<file path="config.mk">
export PLATFORM = sky130hd
export DESIGN_NAME = cpd_decoder
export DESIGN_NICKNAME = d
export VERILOG_FILES = /design/src/cpd_pkg.sv /design/src/cpd_decoder.sv
export VERILOG_INCLUDE_DIRS = /design/src /design/src/src
export SDC_FILE = /design/constraint.sdc
export NUM_CORES = 1
export LEC_CHECK = 0
export BUFFER_PORTS_ARGS = -buffer_cell sky130_fd_sc_hd__buf_2
export CORE_MARGIN = 5
export CORE_UTILIZATION = 60
export CTS_BUF_LIST = sky130_fd_sc_hd__clkbuf_4
export CTS_CLUSTER_DIAMETER = 200
export DETAILED_ROUTE_END_ITERATION = 6
export PLACE_DENSITY = 0.94
export SYNTH_ARGS = -nofsm -noshare
export SYNTH_HDL_FRONTEND = slang
export SYNTH_SLANG_ARGS = --single-unit
</file>
<file path="constraint.sdc">
create_clock -name clk_sys -period 6.24 [get_ports clk_sys]
set_clock_uncertainty 0.2 [all_clocks]
set_input_delay 0.624 -clock clk_sys [delete_from_list [all_inputs] [get_ports clk_sys]]
set_output_delay 0.624 -clock clk_sys [all_outputs]
set_load 0.03 [all_outputs]
</file>
<file path="src/cpd_params.svh">
// Constants for the control and operand decoder: bus offsets, field positions,
// opcodes and reset values. Assumes inclusion by the decoder module only.
//
// Notes on behaviour
// - Decode carry clear, invert, set opcodes.
// - Decode direction flag clear and set opcodes.
// - Decode interrupt enable clear and set opcodes.
// - Escape opcodes take addressing byte, external operand.
// - Lock prefix applies to following instruction.
// - Width bit set means word, clear byte.
// - Direction bit set makes register the destination.
// - Mode 11 makes r/m a register selector.
// - Mode 00 has zero displacement, except direct.
// - Mode 01 fetches one byte, sign-extended.
// - Mode 10 fetches two bytes, low first.
// - Address adds displacement to r/m selected bases.
// - Mode 00 r/m 110 is direct address.
// - Displacement follows second byte, before immediate data.
// - Loading code segment by move is refused.
// - s:w 01 word immediate, 11 sign-extended byte.
// - Count bit clear shifts once, else count low.
// - Repeat low bit compared with zero flag.
// - Segment override prefix selects next operand segment.
// - Register codes map words and byte halves.
// - Flag word bits at fixed positions.
// - Above/below unsigned, greater/less signed conditions.
`ifndef CPD_PARAMS_SVH
`define CPD_PARAMS_SVH
// Register byte offsets
`define CPD_ADDR_CTRL 6'h00
`define CPD_ADDR_FLAGS 6'h04
`define CPD_ADDR_BASE_B 6'h08
`define CPD_ADDR_BASE_PTR 6'h0C
`define CPD_ADDR_SRC_INDEX 6'h10
`define CPD_ADDR_DST_INDEX 6'h14
`define CPD_ADDR_COUNT 6'h18
`define CPD_ADDR_LAST_EFF 6'h1C
`define CPD_ADDR_STATUS 6'h20
// Reset values and flag word mask
`define CPD_CTRL_RST 1'h1
`define CPD_FLAGS_RST 16'h0000
`define CPD_FLAGS_MASK 16'h0FD5
// Flag word bit positions
`define CPD_CARRY_FLAG 0
`define CPD_PARITY_FLAG 2
`define CPD_AUX_CARRY_FLAG 4
`define CPD_ZERO_FLAG 6
`define CPD_SIGN_FLAG 7
`define CPD_TRAP_FLAG 8
`define CPD_INT_ENABLE_FLAG 9
`define CPD_DIRECTION_FLAG 10
`define CPD_OVERFLOW_FLAG 11
// Status bit positions
`define CPD_STAT_BUSY 0
`define CPD_STAT_ILLEGAL 1
// Single-byte opcodes
`define CPD_OP_CARRY_CLEAR 8'hF8
`define CPD_OP_CARRY_INVERT 8'hF5
`define CPD_OP_CARRY_SET 8'hF9
`define CPD_OP_DIR_CLEAR 8'hFC
`define CPD_OP_DIR_SET 8'hFD
`define CPD_OP_INT_CLEAR 8'hFA
`define CPD_OP_INT_SET 8'hFB
`define CPD_OP_LOCK 8'hF0
`define CPD_OP_MOVE_TO_SEG 8'h8E
// Field codes
`define CPD_SEG_CODE 3'h1
`define CPD_MOD_REG 2'h3
`define CPD_MOD_NODISP 2'h0
`define CPD_MOD_DISP8 2'h1
`define CPD_RM_DIRECT 3'h6
`endif

</file>
<file path="src/cpd_pkg.sv">
// Types shared by the control and operand decoder.
// Assumes the params header is compiled alongside.
package cpd_pkg;
	// Decode sequencer, one-hot
	typedef enum logic [7:0] {
		CPD_IDLE = 8'h01,
		CPD_MODRM = 8'h02,
		CPD_DISPLO = 8'h04,
		CPD_DISPHI = 8'h08,
		CPD_IMMLO = 8'h10,
		CPD_IMMHI = 8'h20,
		CPD_CALC = 8'h40,
		CPD_ISSUE = 8'h80
	} cpd_state_t;
	// Segment codes as carried in the override prefix
	typedef enum logic [1:0] {
		CPD_SEG_EXTRA = 2'h0,
		CPD_SEG_CODE_S = 2'h1,
		CPD_SEG_STACK = 2'h2,
		CPD_SEG_DATA = 2'h3
	} cpd_seg_t;
endpackage
</file>
<file path="src/cpd_decoder.sv">
// Processor-control and operand-field decoder with an Avalon-MM register slave.
// Assumes instruction bytes arrive on the same clock from the fetch path and the
// execution unit takes each decoded instruction with a valid/ready handshake.
`timescale 1ns/1ps
`include "cpd_params.svh"
module cpd_decoder import cpd_pkg::*; (
	// Clock and reset
	input wire logic clk_sys,
	input wire logic sys_rst,
	// Avalon-MM slave
	input wire logic [5:0] avs_address,
	input wire logic avs_read,
	input wire logic avs_write,
	input wire logic [31:0] avs_writedata,
	output logic [31:0] avs_readdata,
	output logic avs_waitrequest,
	// Instruction byte stream
	input wire logic [7:0] fetchByte,
	input wire logic fetchValid,
	output logic fetchReady,
	// Decoded instruction to execution unit
	output logic decValid,
	input wire logic decReady,
	output logic [7:0] decOpcode,
	output logic decWord,
	output logic decToReg,
	output logic [2:0] decRegIdx,
	output logic decRegHigh,
	output logic decRmIsReg,
	output logic [2:0] decRmIdx,
	output logic decRmHigh,
	output logic [15:0] decEffAddr,
	output logic [1:0] decSeg,
	output logic decLock,
	output logic decEscape,
	output logic [15:0] decImm,
	output logic [7:0] decShiftCount,
	output logic decRepActive,
	output logic decRepStop,
	output logic decCondValid,
	output logic decCondTrue,
	output logic decIllegal
);
	cpd_state_t state; // Sequencer state
	cpd_state_t next_state; // Its next value
	logic ctrlEnable; // Software enable of byte intake
	logic [15:0] flags; // Flag word
	logic [15:0] baseB, basePtr, srcIndex, dstIndex, countReg; // Address and count registers
	logic illegalSticky; // Refused instruction seen
	logic [7:0] issueCount; // Instructions issued, wraps
	logic busAck; // Second cycle of a bus access
	logic [7:0] opByte, modrmByte; // Captured bytes
	logic [15:0] dispVal, immVal; // Displacement and immediate
	logic lockPend, segOvr, repPend, repZ; // Prefix state
	logic [1:0] segOvrCode; // Override segment
	logic byteTaken; // Handshake on intake
	logic issueTaken; // Handshake on issue
	logic accessTaken; // Bus access completes this edge

	assign byteTaken = fetchValid & fetchReady;
	assign issueTaken = decValid & decReady;
	assign accessTaken = (avs_read | avs_write) & busAck;

	// Intake stalls while calculating or waiting on the execution unit
	assign fetchReady = ctrlEnable & (state != CPD_CALC) & (state != CPD_ISSUE);
	assign decValid = (state == CPD_ISSUE);

	// Opcodes that carry an addressing byte
	function automatic logic hasModrm(input logic [7:0] b);
		hasModrm = (b[7:6] == 2'b00 && b[2] == 1'b0) || (b[7:2] == 6'b100000)
			|| (b[7:2] == 6'b100001) || (b[7:2] == 6'b100010)
			|| (b[7:2] == 6'b100011 && b[0] == 1'b0) || (b[7:2] == 6'b110100)
			|| (b[7:3] == 5'b11011)
			|| (b[7:1] == 7'b1111011) || (b[7:1] == 7'b1111111);
	endfunction

	// Immediate group with sign/width bits
	function automatic logic hasImm(input logic [7:0] b);
		hasImm = (b[7:2] == 6'b100000);
	endfunction

	// Step after the addressing byte or the displacement
	function automatic cpd_state_t afterDisp(input logic [7:0] op);
		afterDisp = hasImm(op) ? CPD_IMMLO : CPD_CALC;
	endfunction

	// Prefix bytes stay in intake and only set pending state
	function automatic logic isPrefix(input logic [7:0] b);
		isPrefix = (b == `CPD_OP_LOCK) || (b[7:1] == 7'b1111001)
			|| (b[7:5] == `CPD_SEG_CODE && b[2:0] == 3'b110);
	endfunction

	// Sequencer next state
	always_comb begin
		next_state = state;
		case (state)
			CPD_IDLE: begin
				if (byteTaken && !isPrefix(fetchByte)) begin
					next_state = hasModrm(fetchByte) ? CPD_MODRM : CPD_CALC;
				end
			end
			CPD_MODRM: begin
				if (byteTaken) begin
					if (fetchByte[7:6] == `CPD_MOD_REG) begin
						next_state = afterDisp(opByte);
					end else if (fetchByte[7:6] == `CPD_MOD_NODISP) begin
						// Direct form still fetches a word
						next_state = (fetchByte[2:0] == `CPD_RM_DIRECT) ? CPD_DISPLO : afterDisp(opByte);
					end else begin
						next_state = CPD_DISPLO;
					end
				end
			end
			CPD_DISPLO: begin
				if (byteTaken) begin
					// Short form has no high byte
					next_state = (modrmByte[7:6] == `CPD_MOD_DISP8) ? afterDisp(opByte) : CPD_DISPHI;
				end
			end
			CPD_DISPHI: begin
				if (byteTaken) begin
					next_state = afterDisp(opByte);
				end
			end
			CPD_IMMLO: begin
				if (byteTaken) begin
					next_state = (opByte[1:0] == 2'b01) ? CPD_IMMHI : CPD_CALC;
				end
			end
			CPD_IMMHI: begin
				if (byteTaken) begin
					next_state = CPD_CALC;
				end
			end
			CPD_CALC: next_state = CPD_ISSUE;
			CPD_ISSUE: begin
				if (issueTaken) begin
					next_state = CPD_IDLE;
				end
			end
			default: next_state = CPD_IDLE;
		endcase
	end

	// State register
	always_ff @(posedge clk_sys) begin
		if (sys_rst) begin
			state <= CPD_IDLE;
		end else begin
			state <= next_state;
		end
	end

	// Byte capture; displacement precedes immediate in the stream
	always_ff @(posedge clk_sys) begin
		if (sys_rst) begin
			opByte <= 8'h00;
			modrmByte <= 8'h00;
			dispVal <= 16'h0000;
			immVal <= 16'h0000;
		end else if (byteTaken) begin
			case (state)
				CPD_IDLE: begin
					if (!isPrefix(fetchByte)) begin
						opByte <= fetchByte;
						modrmByte <= 8'h00;
						dispVal <= 16'h0000;
						immVal <= 16'h0000;
					end
				end
				CPD_MODRM: modrmByte <= fetchByte;
				CPD_DISPLO: dispVal <= {{8{fetchByte[7]}}, fetchByte};
				CPD_DISPHI: dispVal <= {fetchByte, dispVal[7:0]};
				CPD_IMMLO: begin
					// Sign-extend only for s:w 11
					immVal <= {((opByte[1:0] == 2'b11) ? {8{fetchByte[7]}} : 8'h00), fetchByte};
				end
				CPD_IMMHI: immVal <= {fetchByte, immVal[7:0]};
				default: immVal <= immVal;
			endcase
		end
	end

	// Prefix state lives until the following instruction is issued
	always_ff @(posedge clk_sys) begin
		if (sys_rst) begin
			lockPend <= 1'b0;
			segOvr <= 1'b0;
			segOvrCode <= 2'h0;
			repPend <= 1'b0;
			repZ <= 1'b0;
		end else if (issueTaken) begin
			lockPend <= 1'b0;
			segOvr <= 1'b0;
			repPend <= 1'b0;
		end else if (byteTaken && state == CPD_IDLE) begin
			if (fetchByte == `CPD_OP_LOCK) begin
				lockPend <= 1'b1;
			end
			if (fetchByte[7:1] == 7'b1111001) begin
				repPend <= 1'b1;
				repZ <= fetchByte[0];
			end
			if (fetchByte[7:5] == `CPD_SEG_CODE && fetchByte[2:0] == 3'b110) begin
				segOvr <= 1'b1;
				segOvrCode <= fetchByte[4:3];
			end
		end
	end

	// Effective address from the r/m selected bases
	logic [15:0] addrBase; // Base sum before displacement
	always_comb begin
		case (modrmByte[2:0])
			3'h0: addrBase = baseB + srcIndex;
			3'h1: addrBase = baseB + dstIndex;
			3'h2: addrBase = basePtr + srcIndex;
			3'h3: addrBase = basePtr + dstIndex;
			3'h4: addrBase = srcIndex;
			3'h5: addrBase = dstIndex;
			3'h6: addrBase = basePtr;
			default: addrBase = baseB;
		endcase
	end

	logic isDirect; // Mode 00, r/m 110
	logic usesStack; // Base pointer forms default to stack segment
	logic [3:0] cc; // Condition field of a conditional jump
	logic condRaw; // Condition before inversion
	assign isDirect = (modrmByte[7:6] == `CPD_MOD_NODISP) && (modrmByte[2:0] == `CPD_RM_DIRECT);
	assign usesStack = !isDirect && (modrmByte[2:0] == 3'h2 || modrmByte[2:0] == 3'h3 || modrmByte[2:0] == 3'h6);
	assign cc = opByte[3:0];

	// Above/below use carry and zero only; greater/less use sign against overflow
	always_comb begin
		case (cc[3:1])
			3'h0: condRaw = flags[`CPD_OVERFLOW_FLAG];
			3'h1: condRaw = flags[`CPD_CARRY_FLAG];
			3'h2: condRaw = flags[`CPD_ZERO_FLAG];
			3'h3: condRaw = flags[`CPD_CARRY_FLAG] | flags[`CPD_ZERO_FLAG];
			3'h4: condRaw = flags[`CPD_SIGN_FLAG];
			3'h5: condRaw = flags[`CPD_PARITY_FLAG];
			3'h6: condRaw = flags[`CPD_SIGN_FLAG] ^ flags[`CPD_OVERFLOW_FLAG];
			default: condRaw = (flags[`CPD_SIGN_FLAG] ^ flags[`CPD_OVERFLOW_FLAG]) | flags[`CPD_ZERO_FLAG];
		endcase
	end

	// Decoded fields registered in the calculate step
	always_ff @(posedge clk_sys) begin
		if (sys_rst) begin
			decOpcode <= 8'h00;
			decWord <= 1'b0;
			decToReg <= 1'b0;
			decRegIdx <= 3'h0;
			decRegHigh <= 1'b0;
			decRmIsReg <= 1'b0;
			decRmIdx <= 3'h0;
			decRmHigh <= 1'b0;
			decEffAddr <= 16'h0000;
			decSeg <= 2'h0;
			decLock <= 1'b0;
			decEscape <= 1'b0;
			decImm <= 16'h0000;
			decShiftCount <= 8'h00;
			decRepActive <= 1'b0;
			decRepStop <= 1'b0;
			decCondValid <= 1'b0;
			decCondTrue <= 1'b0;
			decIllegal <= 1'b0;
		end else if (state == CPD_CALC) begin
			decOpcode <= opByte;
			decWord <= opByte[0];
			decToReg <= opByte[1];
			// Byte codes 1xx pick the high half of the first four registers
			decRegIdx <= opByte[0] ? modrmByte[5:3] : {1'b0, modrmByte[4:3]};
			decRegHigh <= !opByte[0] && modrmByte[5];
			decRmIsReg <= (modrmByte[7:6] == `CPD_MOD_REG);
			decRmIdx <= opByte[0] ? modrmByte[2:0] : {1'b0, modrmByte[1:0]};
			decRmHigh <= !opByte[0] && modrmByte[2];
			decEffAddr <= isDirect ? dispVal : addrBase + dispVal;
			decSeg <= segOvr ? segOvrCode : (usesStack ? CPD_SEG_STACK : CPD_SEG_DATA);
			decLock <= lockPend;
			decEscape <= (opByte[7:3] == 5'b11011);
			decImm <= immVal;
			// Count register low byte only when the count bit is set
			decShiftCount <= opByte[1] ? countReg[7:0] : 8'h01;
			decRepActive <= repPend;
			// Compare/scan stop once the zero flag differs from the prefix bit
			decRepStop <= repPend && (opByte[7:1] == 7'b1010011 || opByte[7:1] == 7'b1010111)
				&& (flags[`CPD_ZERO_FLAG] != repZ);
			decCondValid <= (opByte[7:4] == 4'h7);
			decCondTrue <= condRaw ^ cc[0];
			// Move into the code segment is flagged and never carried out
			decIllegal <= (opByte == `CPD_OP_MOVE_TO_SEG) && (modrmByte[5:3] == {1'b0, CPD_SEG_CODE_S});
		end
	end

	// Flag word: processor-control opcodes win over a software write in the same edge
	always_ff @(posedge clk_sys) begin
		if (sys_rst) begin
			flags <= `CPD_FLAGS_RST;
		end else begin
			if (accessTaken && avs_write && avs_address == `CPD_ADDR_FLAGS) begin
				flags <= avs_writedata[15:0] & `CPD_FLAGS_MASK;
			end
			if (issueTaken && !decIllegal) begin
				case (decOpcode)
					`CPD_OP_CARRY_CLEAR: flags[`CPD_CARRY_FLAG] <= 1'b0;
					`CPD_OP_CARRY_INVERT: flags[`CPD_CARRY_FLAG] <= ~flags[`CPD_CARRY_FLAG];
					`CPD_OP_CARRY_SET: flags[`CPD_CARRY_FLAG] <= 1'b1;
					`CPD_OP_DIR_CLEAR: flags[`CPD_DIRECTION_FLAG] <= 1'b0;
					`CPD_OP_DIR_SET: flags[`CPD_DIRECTION_FLAG] <= 1'b1;
					`CPD_OP_INT_CLEAR: flags[`CPD_INT_ENABLE_FLAG] <= 1'b0;
					`CPD_OP_INT_SET: flags[`CPD_INT_ENABLE_FLAG] <= 1'b1;
					// Other opcodes touch nothing, so a same-edge software write still lands
					default: ;
				endcase
			end
		end
	end

	// Software registers for address bases, count and control
	always_ff @(posedge clk_sys) begin
		if (sys_rst) begin
			ctrlEnable <= `CPD_CTRL_RST;
			baseB <= 16'h0000;
			basePtr <= 16'h0000;
			srcIndex <= 16'h0000;
			dstIndex <= 16'h0000;
			countReg <= 16'h0000;
		end else if (accessTaken && avs_write) begin
			case (avs_address)
				`CPD_ADDR_CTRL: ctrlEnable <= avs_writedata[0];
				`CPD_ADDR_BASE_B: baseB <= avs_writedata[15:0];
				`CPD_ADDR_BASE_PTR: basePtr <= avs_writedata[15:0];
				`CPD_ADDR_SRC_INDEX: srcIndex <= avs_writedata[15:0];
				`CPD_ADDR_DST_INDEX: dstIndex <= avs_writedata[15:0];
				`CPD_ADDR_COUNT: countReg <= avs_writedata[15:0];
				default: ctrlEnable <= ctrlEnable;
			endcase
		end
	end

	// Refused-instruction sticky bit and issue counter; a new event beats the clear
	always_ff @(posedge clk_sys) begin
		if (sys_rst) begin
			illegalSticky <= 1'b0;
			issueCount <= 8'h00;
		end else begin
			if (issueTaken && decIllegal) begin
				illegalSticky <= 1'b1;
			end else if (accessTaken && avs_write && avs_address == `CPD_ADDR_STATUS
				&& avs_writedata[`CPD_STAT_ILLEGAL]) begin
				illegalSticky <= 1'b0;
			end
			if (issueTaken) begin
				issueCount <= issueCount + 8'h01;
			end
		end
	end

	// Every access waits one cycle so read data can come from a flop
	assign avs_waitrequest = (avs_read | avs_write) & ~busAck;

	always_ff @(posedge clk_sys) begin
		if (sys_rst) begin
			busAck <= 1'b0;
		end else begin
			busAck <= (avs_read | avs_write) & ~busAck;
		end
	end

	// Read mux, loaded on the first cycle of a read; unmapped reads zero
	always_ff @(posedge clk_sys) begin
		if (sys_rst) begin
			avs_readdata <= 32'h00000000;
		end else if (avs_read && !busAck) begin
			case (avs_address)
				`CPD_ADDR_CTRL: avs_readdata <= {31'h00000000, ctrlEnable};
				`CPD_ADDR_FLAGS: avs_readdata <= {16'h0000, flags & `CPD_FLAGS_MASK};
				`CPD_ADDR_BASE_B: avs_readdata <= {16'h0000, baseB};
				`CPD_ADDR_BASE_PTR: avs_readdata <= {16'h0000, basePtr};
				`CPD_ADDR_SRC_INDEX: avs_readdata <= {16'h0000, srcIndex};
				`CPD_ADDR_DST_INDEX: avs_readdata <= {16'h0000, dstIndex};
				`CPD_ADDR_COUNT: avs_readdata <= {16'h0000, countReg};
				`CPD_ADDR_LAST_EFF: avs_readdata <= {16'h0000, decEffAddr};
				`CPD_ADDR_STATUS: avs_readdata <= {16'h0000, issueCount, 6'h00, illegalSticky, state != CPD_IDLE};
				default: avs_readdata <= 32'h00000000;
			endcase
		end
	end
endmodule

</file>
==> results of run 1 <==
-- per-layer routing --
layer / track usage / part of all wire / up-vias
li1: - / - / 6197
met1: 0.3942 / 0.37 / 6266
met4: 0.1862 / 0.067 / 0
met5: 0 / 0 / -
met3: 0.05290 / 0.10 / 227
met2: 0.5150 / 0.46 / 944
-- cell type report --
cell class              instances  area, um2  share of cell area
diodes                          1      2.502           0.0001671
clock buffers                  89      668.1             0.04460
clock inverters                16      78.83            0.005262
inverters                      14      52.55            0.003508
multi-input cells            1320       8094              0.5403
flip-flops and latches        244       4885              0.3261
well taps                     285      356.6             0.02381
repair buffers                149      842.1             0.05621
-- critical path, delay by kind of cell (launching register included) --
family	cells	cell delay, ns
AOI/OAI and AO/OA	10	2.38
xor gates and xnor gates	2	0.26
adders and majority gates	3	0.74
buffers and inverters	3	0.49
DFF	1	0.31
muxes	2	0.56
and+or+nand+nor	5	0.54
-- where the power goes --
part | internal, mW | switching, mW
logic | 0.190 | 0.426
clock network | 0.654 | 0.657
registers | 1.63 | 0.111
-- registers in the layout (all words and copies together), names as in the netlist, 8 cells and up --
| name | count |
|---|---|
| decImm | 16 |
| opByte | 8 |
| dispVal | 16 |
| dstIndex | 16 |
| avs_readdata | 16 |
| decOpcode | 8 |
| state | 8 |
| decEffAddr | 16 |
| baseB | 16 |
| modrmByte | 8 |
| issueCount | 8 |
| srcIndex | 16 |
| decShiftCount | 8 |
| countReg | 16 |
| immVal | 16 |
| basePtr | 16 |
| flags | 9 |
-- repair_timing --
item,in CTS,in global routing
resized for setup,0,1
hold endpoints to repair,15,0
hold buffers,9,0
setup endpoints to repair,0,1
-- through the flow --
stage / utilization / hold WS [ns] / instances / worst slack, ns
floorplan: - / 0.2322 / 1706 / 0.9271
global placement: 0.6302 / 0.2366 / 2003 / 0.7436
detailed placement: 0.6302 / 0.2417 / 2003 / 0.6938
CTS: 0.6675 / 0.005568 / 2117 / 0.6354
global route: 0.6677 / 0.01448 / 2118 / 0.09224
finish: 0.6677 / 0.03520 / 2118 / 0.6167
-- cells in the final DEF (no fill, tap or decap), drive strengths merged, types with 9 or more instances in the layout --
cell type | Yosys | routed
a211oi | 35 | 35
a21o | 17 | 17
a21oi | 242 | 242
a222oi | 9 | 9
a22oi | 27 | 27
buf | 37 | 140
clkbuf | 91 | 89
clkinv | 0 | 15
conb | 1 | 16
dfxtp | 244 | 244
dlygate4sd3 | 0 | 9
ha | 51 | 51
inv | 14 | 15
mux2 | 52 | 52
mux2i | 21 | 21
mux4 | 15 | 15
nand2 | 353 | 353
nand2b | 17 | 17
nand3 | 53 | 53
nor2 | 131 | 131
nor3 | 25 | 25
nor3b | 12 | 12
o21a | 15 | 15
o21ai | 46 | 46
o221ai | 12 | 12
o22ai | 9 | 9
xnor2 | 29 | 29
xor2 | 20 | 20
-- logic make-up after synthesis --
| kind of cell | after synthesis | synth area share |
|---|---|---|
| xor gates and xnor gates | 49 | 0.03172 |
| AOI/OAI and AO/OA | 462 | 0.2104 |
| and+or+nand+nor | 651 | 0.2149 |
| adders and majority gates | 54 | 0.05160 |
| muxes | 88 | 0.08377 |
| other | 1 | 0.0002771 |
| DFF | 244 | 0.3610 |
| buffers and inverters | 142 | 0.04642 |
-- path summary, 6_finish.rpt --
kind                                       to  slack, ns
setup / recovery  decEffAddr[15]$_SDFFE_PP0P_       0.62
hold / removal          baseB[4]$_SDFFE_PP0P_       0.04
setup reg to reg  decEffAddr[15]$_SDFFE_PP0P_       0.62
hold reg to reg        decImm[6]$_SDFFE_PP0P_       0.25
==> flow_summary.html, run 1 <==
<table>
<tr><th>Metric</th><th>Value</th></tr>
<tr><th colspan="2">Run status</th></tr>
<tr><td>Outcome</td><td>complete, but fails checks</td></tr>
<tr><td>Violated checks</td><td>design-rule violations</td></tr>
<tr><th colspan="2">Clock tree</th></tr>
<tr><td># clock sinks</td><td>244</td></tr>
<tr><td>H-tree Lvls</td><td>2</td></tr>
<tr><td>Clock tree from TritonCTS</td><td>built</td></tr>
<tr><td>Number of buffers inserted to repair setup after CTS</td><td>0</td></tr>
<tr><td>Clock slew at the register clock pins of the worst setup and hold paths</td><td>0.08 ns</td></tr>
<tr><td>Source-to-sink clock delay at the later pin of the worst-skew pair</td><td>0.73 ns</td></tr>
<tr><td>Clock tree buffer depth</td><td>3</td></tr>
<tr><td>Root buffer selected by CTS</td><td>sky130_fd_sc_hd__clkbuf_4</td></tr>
<tr><td>Total clock buffers created by CTS</td><td>59</td></tr>
<tr><th colspan="2">Final layout</th></tr>
<tr><td>Area delta synth-&gt;final</td><td>10.70%</td></tr>
<tr><td>Post-route cell area</td><td>14980 um2</td></tr>
<tr><td>Final Net Count</td><td>1894</td></tr>
<tr><td>Fillcell total</td><td>approximately 1700</td></tr>
<tr><td>Share of post-route cells with drive strength above 1</td><td>0.1779</td></tr>
<tr><th colspan="2">Worst setup path</th></tr>
<tr><td>Critical register-to-register path startpoint</td><td>modrmByte[1]$_SDFFE_PP0P_</td></tr>
<tr><td>Maximum cell stage delay along the critical path</td><td>0.39 ns</td></tr>
<tr><td>Cells on worst reg2reg path</td><td>25</td></tr>
<tr><td>Required time worst endpoint</td><td>6.57 ns</td></tr>
<tr><td>Critical Path End Type</td><td>flop</td></tr>
<tr><td>Critical path class</td><td>reg2reg</td></tr>
<tr><td>Critical path data arrival time</td><td>5.95 ns</td></tr>
<tr><td>Worst path slowest cell</td><td>sky130_fd_sc_hd__o41a_1</td></tr>
<tr><td>Type of element launching the critical path</td><td>flop</td></tr>
<tr><td>Critical path startpoint</td><td>modrmByte[1]$_SDFFE_PP0P_</td></tr>
<tr><td>Biggest fanout along the worst timing path</td><td>15</td></tr>
<tr><th colspan="2">Hold path</th></tr>
<tr><td>Hold Crit Start</td><td>avs_writedata[4]</td></tr>
<tr><td>Hold Path Class</td><td>in2reg</td></tr>
<tr><td>Cell depth of the worst min-delay path</td><td>3</td></tr>
<tr><th colspan="2">Logic synthesis</th></tr>
<tr><td>Fraction of post-synthesis cell area in the top cell type by area</td><td>0.3610</td></tr>
<tr><td>Fraction of synthesis flops using an asynchronous set or reset pin</td><td>0</td></tr>
<tr><td>Distinct cells, synth</td><td>75</td></tr>
<tr><td>Cell types with the highest counts after synthesis</td><td>sky130_fd_sc_hd__nand2_1, sky130_fd_sc_hd__dfxtp_1, sky130_fd_sc_hd__a21oi_1</td></tr>
<tr><td>Synth Register Bits</td><td>244</td></tr>
<tr><td>Sequential share of the synthesized area</td><td>0.3610</td></tr>
<tr><td>Mapped Avg Cell Area</td><td>8.002 um2</td></tr>
<tr><td>Most repeated cell in the gate-level netlist after synthesis</td><td>sky130_fd_sc_hd__nand2_1</td></tr>
<tr><td>Number of enable flip-flop cells after synthesis</td><td>0</td></tr>
<tr><td>Count of synthesis-stage warnings from yosys</td><td>0</td></tr>
<tr><td>Dominant cells by area after synthesis</td><td>sky130_fd_sc_hd__dfxtp_1, sky130_fd_sc_hd__nand2_1, sky130_fd_sc_hd__a21oi_1</td></tr>
<tr><td>Summed instance area of the synthesized netlist</td><td>13530 um2</td></tr>
<tr><td>Primary FF master, synth</td><td>sky130_fd_sc_hd__dfxtp_1</td></tr>
<tr><td>Cells after synthesis</td><td>1691</td></tr>
<tr><td>Largest area contributor in the netlist</td><td>sky130_fd_sc_hd__dfxtp_1</td></tr>
<tr><th colspan="2">Timing</th></tr>
<tr><td>Final Hold Vio Count</td><td>0</td></tr>
<tr><td>RSZ-0062 raised after global routing</td><td>false</td></tr>
<tr><td>Tightest slew margin relative to the limit</td><td>0.1249</td></tr>
<tr><td>Actual slew at the worst max-slew pin</td><td>1.306 ns</td></tr>
<tr><td>Final critical-path share of the clock period</td><td>0.9012</td></tr>
<tr><td>Fin. max-slew vios</td><td>0</td></tr>
<tr><td>Setup TNS Final</td><td>0 ns</td></tr>
<tr><td>Setup Viol. Count Final</td><td>0</td></tr>
<tr><td>Minimum period implied by the final worst setup slack</td><td>5.623 ns</td></tr>
<tr><td>Fmax</td><td>approximately 180 MHz</td></tr>
<tr><th colspan="2">Route</th></tr>
<tr><td>Final wirelength</td><td>42330 um</td></tr>
<tr><td>Count of vias placed by the detailed router</td><td>approximately 14000</td></tr>
<tr><td>Iteration-0 DRC count of the detailed router</td><td>1841</td></tr>
<tr><td>Number of nets still failing antenna checks after routing</td><td>0</td></tr>
<tr><td>Length of the first detailed-routing pass in iterations</td><td>7</td></tr>
<tr><td>Number of remaining DRC errors</td><td>6</td></tr>
<tr><td>Avg WL per Cell</td><td>19.98 um</td></tr>
<tr><td>Detail-routed via count per cell</td><td>roughly 6.4</td></tr>
<tr><th colspan="2">Pwr</th></tr>
<tr><td>Power density over the cells</td><td>244.8 nW/um2</td></tr>
<tr><td>Total leakage power</td><td>5.852 nW</td></tr>
<tr><td>Final Power</td><td>3.667 mW</td></tr>
<tr><td>IR drop worst, VDD</td><td>0.2423 mV</td></tr>
<tr><th colspan="2">Placement</th></tr>
<tr><td>Number of buffers inserted by port buffering</td><td>122</td></tr>
<tr><td>Post-detailed-placement half-perimeter wirelength</td><td>29420 um</td></tr>
<tr><td>Total placed instance area</td><td>14140 um2</td></tr>
<tr><td>Global placement routability congestion</td><td>0.9425</td></tr>
<tr><th colspan="2">Floorplanning</th></tr>
<tr><td>Row cnt</td><td>55</td></tr>
<tr><td>Io pins</td><td>about 160</td></tr>
<tr><td>Core region area</td><td>22430 um2</td></tr>
<tr><td>Floorplan die area</td><td>~26000 um2</td></tr>
<tr><td>Chip width</td><td>around 160 um</td></tr>
<tr><td>Starting Density</td><td>0.6032</td></tr>
<tr><td>DIE HEIGHT</td><td>roughly 160 um</td></tr>
<tr><th colspan="2">Global routing</th></tr>
<tr><td>Remaining global-route overflow</td><td>0</td></tr>
<tr><td>Largest net degree at the start of global routing</td><td>159</td></tr>
<tr><td>Number of antenna violations at the first check in global routing</td><td>1</td></tr>
<tr><td>Via count of the first global-routing pass</td><td>13070</td></tr>
<tr><td>All-Layer GR Usage</td><td>0.3158</td></tr>
<tr><td>Global-route wire length before repair</td><td>66990 um</td></tr>
<tr><th colspan="2">Job</th></tr>
<tr><td>Max-cap violations</td><td>0</td></tr>
</table>
No activity file was read; power rests on OpenSTA's default activity.
==> run 2: changes to the inputs <==
--- a/config.mk
+++ b/config.mk
@@ -6,6 +6,7 @@
 export SDC_FILE = /design/constraint.sdc
 export NUM_CORES = 1
 export LEC_CHECK = 0
+export ABC_AREA = 1
 export BUFFER_PORTS_ARGS = -buffer_cell sky130_fd_sc_hd__buf_2
 export CORE_MARGIN = 5
 export CORE_UTILIZATION = 60
==> run 2 against run 1 <==
Count of clock-buffer cells in the layout is 9 lower. Fmax rose by 2.7%. The run now ends clean. Final area shrank 1.4%. Hold slack worse by 0.0083 ns. Utilization rose by 0.49 points. Routed wire length is 12% higher.
==> flow_summary.html, run 2 <==
<table>
<tr><th>Metric</th><th>Value</th></tr>
<tr><th colspan="2">Logic synthesis</th></tr>
<tr><td>Fraction of post-synthesis cell area in the top cell type by area</td><td>0.3638 (+0.002826)</td></tr>
<tr><td>Sequential share of the synthesized area</td><td>0.3638 (+0.002826)</td></tr>
<tr><td>Dominant cells by area after synthesis</td><td>sky130_fd_sc_hd__dfxtp_1, sky130_fd_sc_hd__a21oi_1, sky130_fd_sc_hd__nand2_1</td></tr>
<tr><td>Main combinational cell family by area after synthesis</td><td>compound AO/OA/AOI/OAI gates</td></tr>
<tr><td>XOR/XNOR Fraction of Synth Area</td><td>0.003914 (-0.02780)</td></tr>
<tr><td>Largest area contributor in the netlist</td><td>sky130_fd_sc_hd__dfxtp_1</td></tr>
<tr><td>Fraction of synthesis flops using an asynchronous set or reset pin</td><td>0 (unchanged)</td></tr>
<tr><td>Summed instance area of the synthesized netlist</td><td>13430 um2 (-0.78%)</td></tr>
<tr><td>Synth Area in Simple Gates</td><td>0.2127 (-0.002139)</td></tr>
<tr><td>Synth Register Bits</td><td>244 (unchanged)</td></tr>
<tr><td>Most repeated cell in the gate-level netlist after synthesis</td><td>sky130_fd_sc_hd__nand2_1</td></tr>
<tr><td>Distinct cells, synth</td><td>59 (-21%)</td></tr>
<tr><td>Synthesized-area fraction occupied by adder cells</td><td>0.05200 (+0.0004039)</td></tr>
<tr><td>Primary FF master, synth</td><td>sky130_fd_sc_hd__dfxtp_1</td></tr>
<tr><td>Count of synthesis-stage warnings from yosys</td><td>0 (unchanged)</td></tr>
<tr><td>Number of enable flip-flop cells after synthesis</td><td>0 (unchanged)</td></tr>
<tr><td>Compound-Gate Fraction of Synth Area</td><td>0.2664 (+0.05607)</td></tr>
<tr><td>Cell types with the highest counts after synthesis</td><td>sky130_fd_sc_hd__nand2_1, sky130_fd_sc_hd__a21oi_1, sky130_fd_sc_hd__dfxtp_1</td></tr>
<tr><td>Multiplexer area fraction after synthesis</td><td>0 (-0.08377)</td></tr>
<tr><td>Cells after synthesis</td><td>1932 (+14%)</td></tr>
<tr><td>Mapped Avg Cell Area</td><td>6.950 um2 (-13%)</td></tr>
<tr><th colspan="2">Timing</th></tr>
<tr><td>Setup WS post-layout</td><td>0.7668 ns (+0.1501 ns)</td></tr>
<tr><td>Tightest slew margin relative to the limit</td><td>0.1572 (+0.03232)</td></tr>
<tr><td>Fin. max-slew vios</td><td>0 (unchanged)</td></tr>
<tr><td>Fin Hold WS</td><td>0.02691 ns (-0.008287 ns)</td></tr>
<tr><td>Setup TNS Final</td><td>0 ns (unchanged)</td></tr>
<tr><td>Final Hold Vio Count</td><td>0 (unchanged)</td></tr>
<tr><td>Fmax</td><td>182.7 MHz (+2.7%)</td></tr>
<tr><td>Setup Viol. Count Final</td><td>0 (unchanged)</td></tr>
<tr><td>Minimum period implied by the final worst setup slack</td><td>5.473 ns (-0.1501 ns)</td></tr>
<tr><td>Actual slew at the worst max-slew pin</td><td>1.260 ns (-0.04602 ns)</td></tr>
<tr><td>Final critical-path share of the clock period</td><td>0.8771 (-0.02405)</td></tr>
<tr><td>RSZ-0062 raised after global routing</td><td>false</td></tr>
<tr><th colspan="2">Worst setup path</th></tr>
<tr><td>Type of element launching the critical path</td><td>flop</td></tr>
<tr><td>Critical path class</td><td>reg2reg</td></tr>
<tr><td>Required time worst endpoint</td><td>6.65 ns (+0.08 ns)</td></tr>
<tr><td>Critical path data arrival time</td><td>5.88 ns (-0.07 ns)</td></tr>
<tr><td>Biggest fanout along the worst timing path</td><td>15 (unchanged)</td></tr>
<tr><td>Worst path slowest cell</td><td>sky130_fd_sc_hd__nand3_1</td></tr>
<tr><td>Critical Path End Type</td><td>flop</td></tr>
<tr><td>Most used cell along the critical path</td><td>sky130_fd_sc_hd__nand3_1</td></tr>
<tr><td>Maximum cell stage delay along the critical path</td><td>0.54 ns (+0.15 ns)</td></tr>
<tr><th colspan="2">Placement</th></tr>
<tr><td>Place WS</td><td>0.9532 ns (+0.2594 ns)</td></tr>
<tr><td>Number of buffers inserted by port buffering</td><td>122 (unchanged)</td></tr>
<tr><td>Post-detailed-placement half-perimeter wirelength</td><td>34220 um (+16%)</td></tr>
<tr><td>Post-Place Cells</td><td>2257 (+13%)</td></tr>
<tr><td>Total placed instance area</td><td>14030 um2 (-0.74%)</td></tr>
<tr><td>Global placement routability congestion</td><td>1.071 (+14%)</td></tr>
<tr><th colspan="2">Clock tree</th></tr>
<tr><td>Clock slew at the register clock pins of the worst setup and hold paths</td><td>0.08 ns (about the same)</td></tr>
<tr><td>H-tree Lvls</td><td>2 (unchanged)</td></tr>
<tr><td>Post-CTS resize count</td><td>0 (unchanged)</td></tr>
<tr><td>Clock tree buffer depth</td><td>3 (unchanged)</td></tr>
<tr><td>Total clock buffers created by CTS</td><td>61 (+3.4%)</td></tr>
<tr><td># clock sinks</td><td>244 (unchanged)</td></tr>
<tr><td>Post-cts hold buffer count</td><td>0 (-9)</td></tr>
<tr><td>Source-to-sink clock delay at the later pin of the worst-skew pair</td><td>0.71 ns (-0.02 ns)</td></tr>
<tr><td>Root buffer selected by CTS</td><td>sky130_fd_sc_hd__clkbuf_4</td></tr>
<tr><td>Number of buffers inserted to repair setup after CTS</td><td>0 (unchanged)</td></tr>
<tr><td>Clock tree from TritonCTS</td><td>built</td></tr>
<tr><th colspan="2">Pwr</th></tr>
<tr><td>Total leakage power</td><td>6.493 nW (+11%)</td></tr>
<tr><td>Power density over the cells</td><td>274.7 nW/um2 (+12%)</td></tr>
<tr><td>IR drop worst, VDD</td><td>0.3514 mV (+45%)</td></tr>
<tr><td>Final Power</td><td>4.058 mW (+11%)</td></tr>
<tr><th colspan="2">Route</th></tr>
<tr><td>Count of vias placed by the detailed router</td><td>14660 (+7.5%)</td></tr>
<tr><td>Detail-routed via count per cell</td><td>6.184 (-3.9%)</td></tr>
<tr><td>Final wirelength</td><td>47320 um (+12%)</td></tr>
<tr><td>Number of remaining DRC errors</td><td>0 (-6)</td></tr>
<tr><td>Length of the first detailed-routing pass in iterations</td><td>7 (unchanged)</td></tr>
<tr><td>Avg WL per Cell</td><td>19.96 um (-0.10%)</td></tr>
<tr><td>Iteration-0 DRC count of the detailed router</td><td>1938 (+5.3%)</td></tr>
<tr><td>Number of nets still failing antenna checks after routing</td><td>0 (unchanged)</td></tr>
<tr><th colspan="2">Global routing</th></tr>
<tr><td>Global-route wire length before repair</td><td>72710 um (+8.5%)</td></tr>
<tr><td>All-Layer GR Usage</td><td>0.3534 (+0.03761)</td></tr>
<tr><td>Via count of the first global-routing pass</td><td>13600 (+4.1%)</td></tr>
<tr><td>Remaining global-route overflow</td><td>0 (unchanged)</td></tr>
<tr><td>Number of antenna violations at the first check in global routing</td><td>1 (unchanged)</td></tr>
<tr><td>Largest net degree at the start of global routing</td><td>98 (-38%)</td></tr>
<tr><th colspan="2">Floorplanning</th></tr>
<tr><td>Io pins</td><td>155 (unchanged)</td></tr>
<tr><td>Chip width</td><td>159.6 um (-0.37%)</td></tr>
<tr><td>Starting Density</td><td>0.6115 (+0.008274)</td></tr>
<tr><td>DIE HEIGHT</td><td>159.6 um (-0.37%)</td></tr>
<tr><td>Core region area</td><td>21960 um2 (-2.1%)</td></tr>
<tr><td>Floorplan die area</td><td>25470 um2 (-0.73%)</td></tr>
<tr><td>Row cnt</td><td>54 (-1.8%)</td></tr>
<tr><th colspan="2">Final layout</th></tr>
<tr><td>Final Net Count</td><td>2146 (+13%)</td></tr>
<tr><td>Most used cells in the layout excluding fill and tap cells</td><td>sky130_fd_sc_hd__nand2_1, sky130_fd_sc_hd__a21oi_1, sky130_fd_sc_hd__dfxtp_1</td></tr>
<tr><td>Number of non-filler instances in the completed layout</td><td>2370 (+12%)</td></tr>
<tr><td>Area delta synth-&gt;final</td><td>10.01%</td></tr>
<tr><td>Most common library cell in the layout ignoring fill and taps</td><td>sky130_fd_sc_hd__nand2_1</td></tr>
<tr><td>Share of post-route cells with drive strength above 1</td><td>0.1321 (-0.04583)</td></tr>
<tr><td>Post-route cell area</td><td>14770 um2 (-1.4%)</td></tr>
<tr><td>Fillcell total</td><td>1908 (+9.2%)</td></tr>
<tr><td>Layout Utilization</td><td>0.6727 (+0.004942)</td></tr>
<tr><th colspan="2">Run status</th></tr>
<tr><td>Outcome</td><td>finished, final reports clean</td></tr>
<tr><th colspan="2">Job</th></tr>
<tr><td>Max-cap violations</td><td>0 (unchanged)</td></tr>
<tr><th colspan="2">Hold path</th></tr>
<tr><td>Hold Path Class</td><td>in2reg</td></tr>
</table>
run 2: final timing paths:
kind                             start                           to  slack, ns  cells after the start
max          modrmByte[1]$_SDFFE_PP0P_  decEffAddr[14]$_SDFFE_PP0P_       0.77                     29
min                   avs_writedata[0]      ctrlEnable$_SDFFE_PP1P_       0.03                      3
max reg2reg  modrmByte[1]$_SDFFE_PP0P_  decEffAddr[14]$_SDFFE_PP0P_       0.77                     29
min reg2reg      flags[4]$_SDFFE_PP0P_        flags[4]$_SDFFE_PP0P_       0.26                      2
run 2: critical path: cells and delay by family (launching register included):
| kind | cells | cell delay [ns] |
|---|---|---|
| AOI/OAI and AO/OA | 9 | 1.39 |
| buffers and inverters | 5 | 0.77 |
| DFF | 1 | 0.36 |
| adders and majority gates | 3 | 1.02 |
| and+or+nand+nor | 12 | 1.66 |
run 2: layer usage:
layer | vias to the layer above | share of wire | wire [um] | GRT usage
li1 | 6795 | - | - | -
met1 | 6653 | 0.36 | 17100 | 0.4371
met2 | 975 | 0.44 | 20770 | 0.5642
met3 | 233 | 0.12 | 5846 | 0.08051
met4 | 0 | 0.076 | 3595 | 0.2099
met5 | - | 0 | 0 | 0
run 2: report_power, final:
group / internal (mW) / switching [mW]
clock network: 0.604 / 0.692
registers: 1.71 / 0.123
logic: 0.261 / 0.671
run 2: cell families after synthesis:
family,after synthesis
AO/OA/AOI/OAI,640
XOR/XNOR,6
adder cells (fa/ha/maj),54
buffers and inverters,331
flip-flops,244
other,1
AND/OR/NAND/NOR,656
run 2: area by class of cell:
class | count | area, um2 | area share
multi-input cells | 1372 | 7244 | 0.4905
flip-flops and latches | 244 | 4885 | 0.3307
inverters | 227 | 853.3 | 0.05777
repair buffers | 134 | 700.7 | 0.04744
clock buffers | 80 | 600.6 | 0.04066
well taps | 280 | 350.3 | 0.02372
clock inverters | 32 | 133.9 | 0.009064
diodes | 1 | 2.502 | 0.0001694
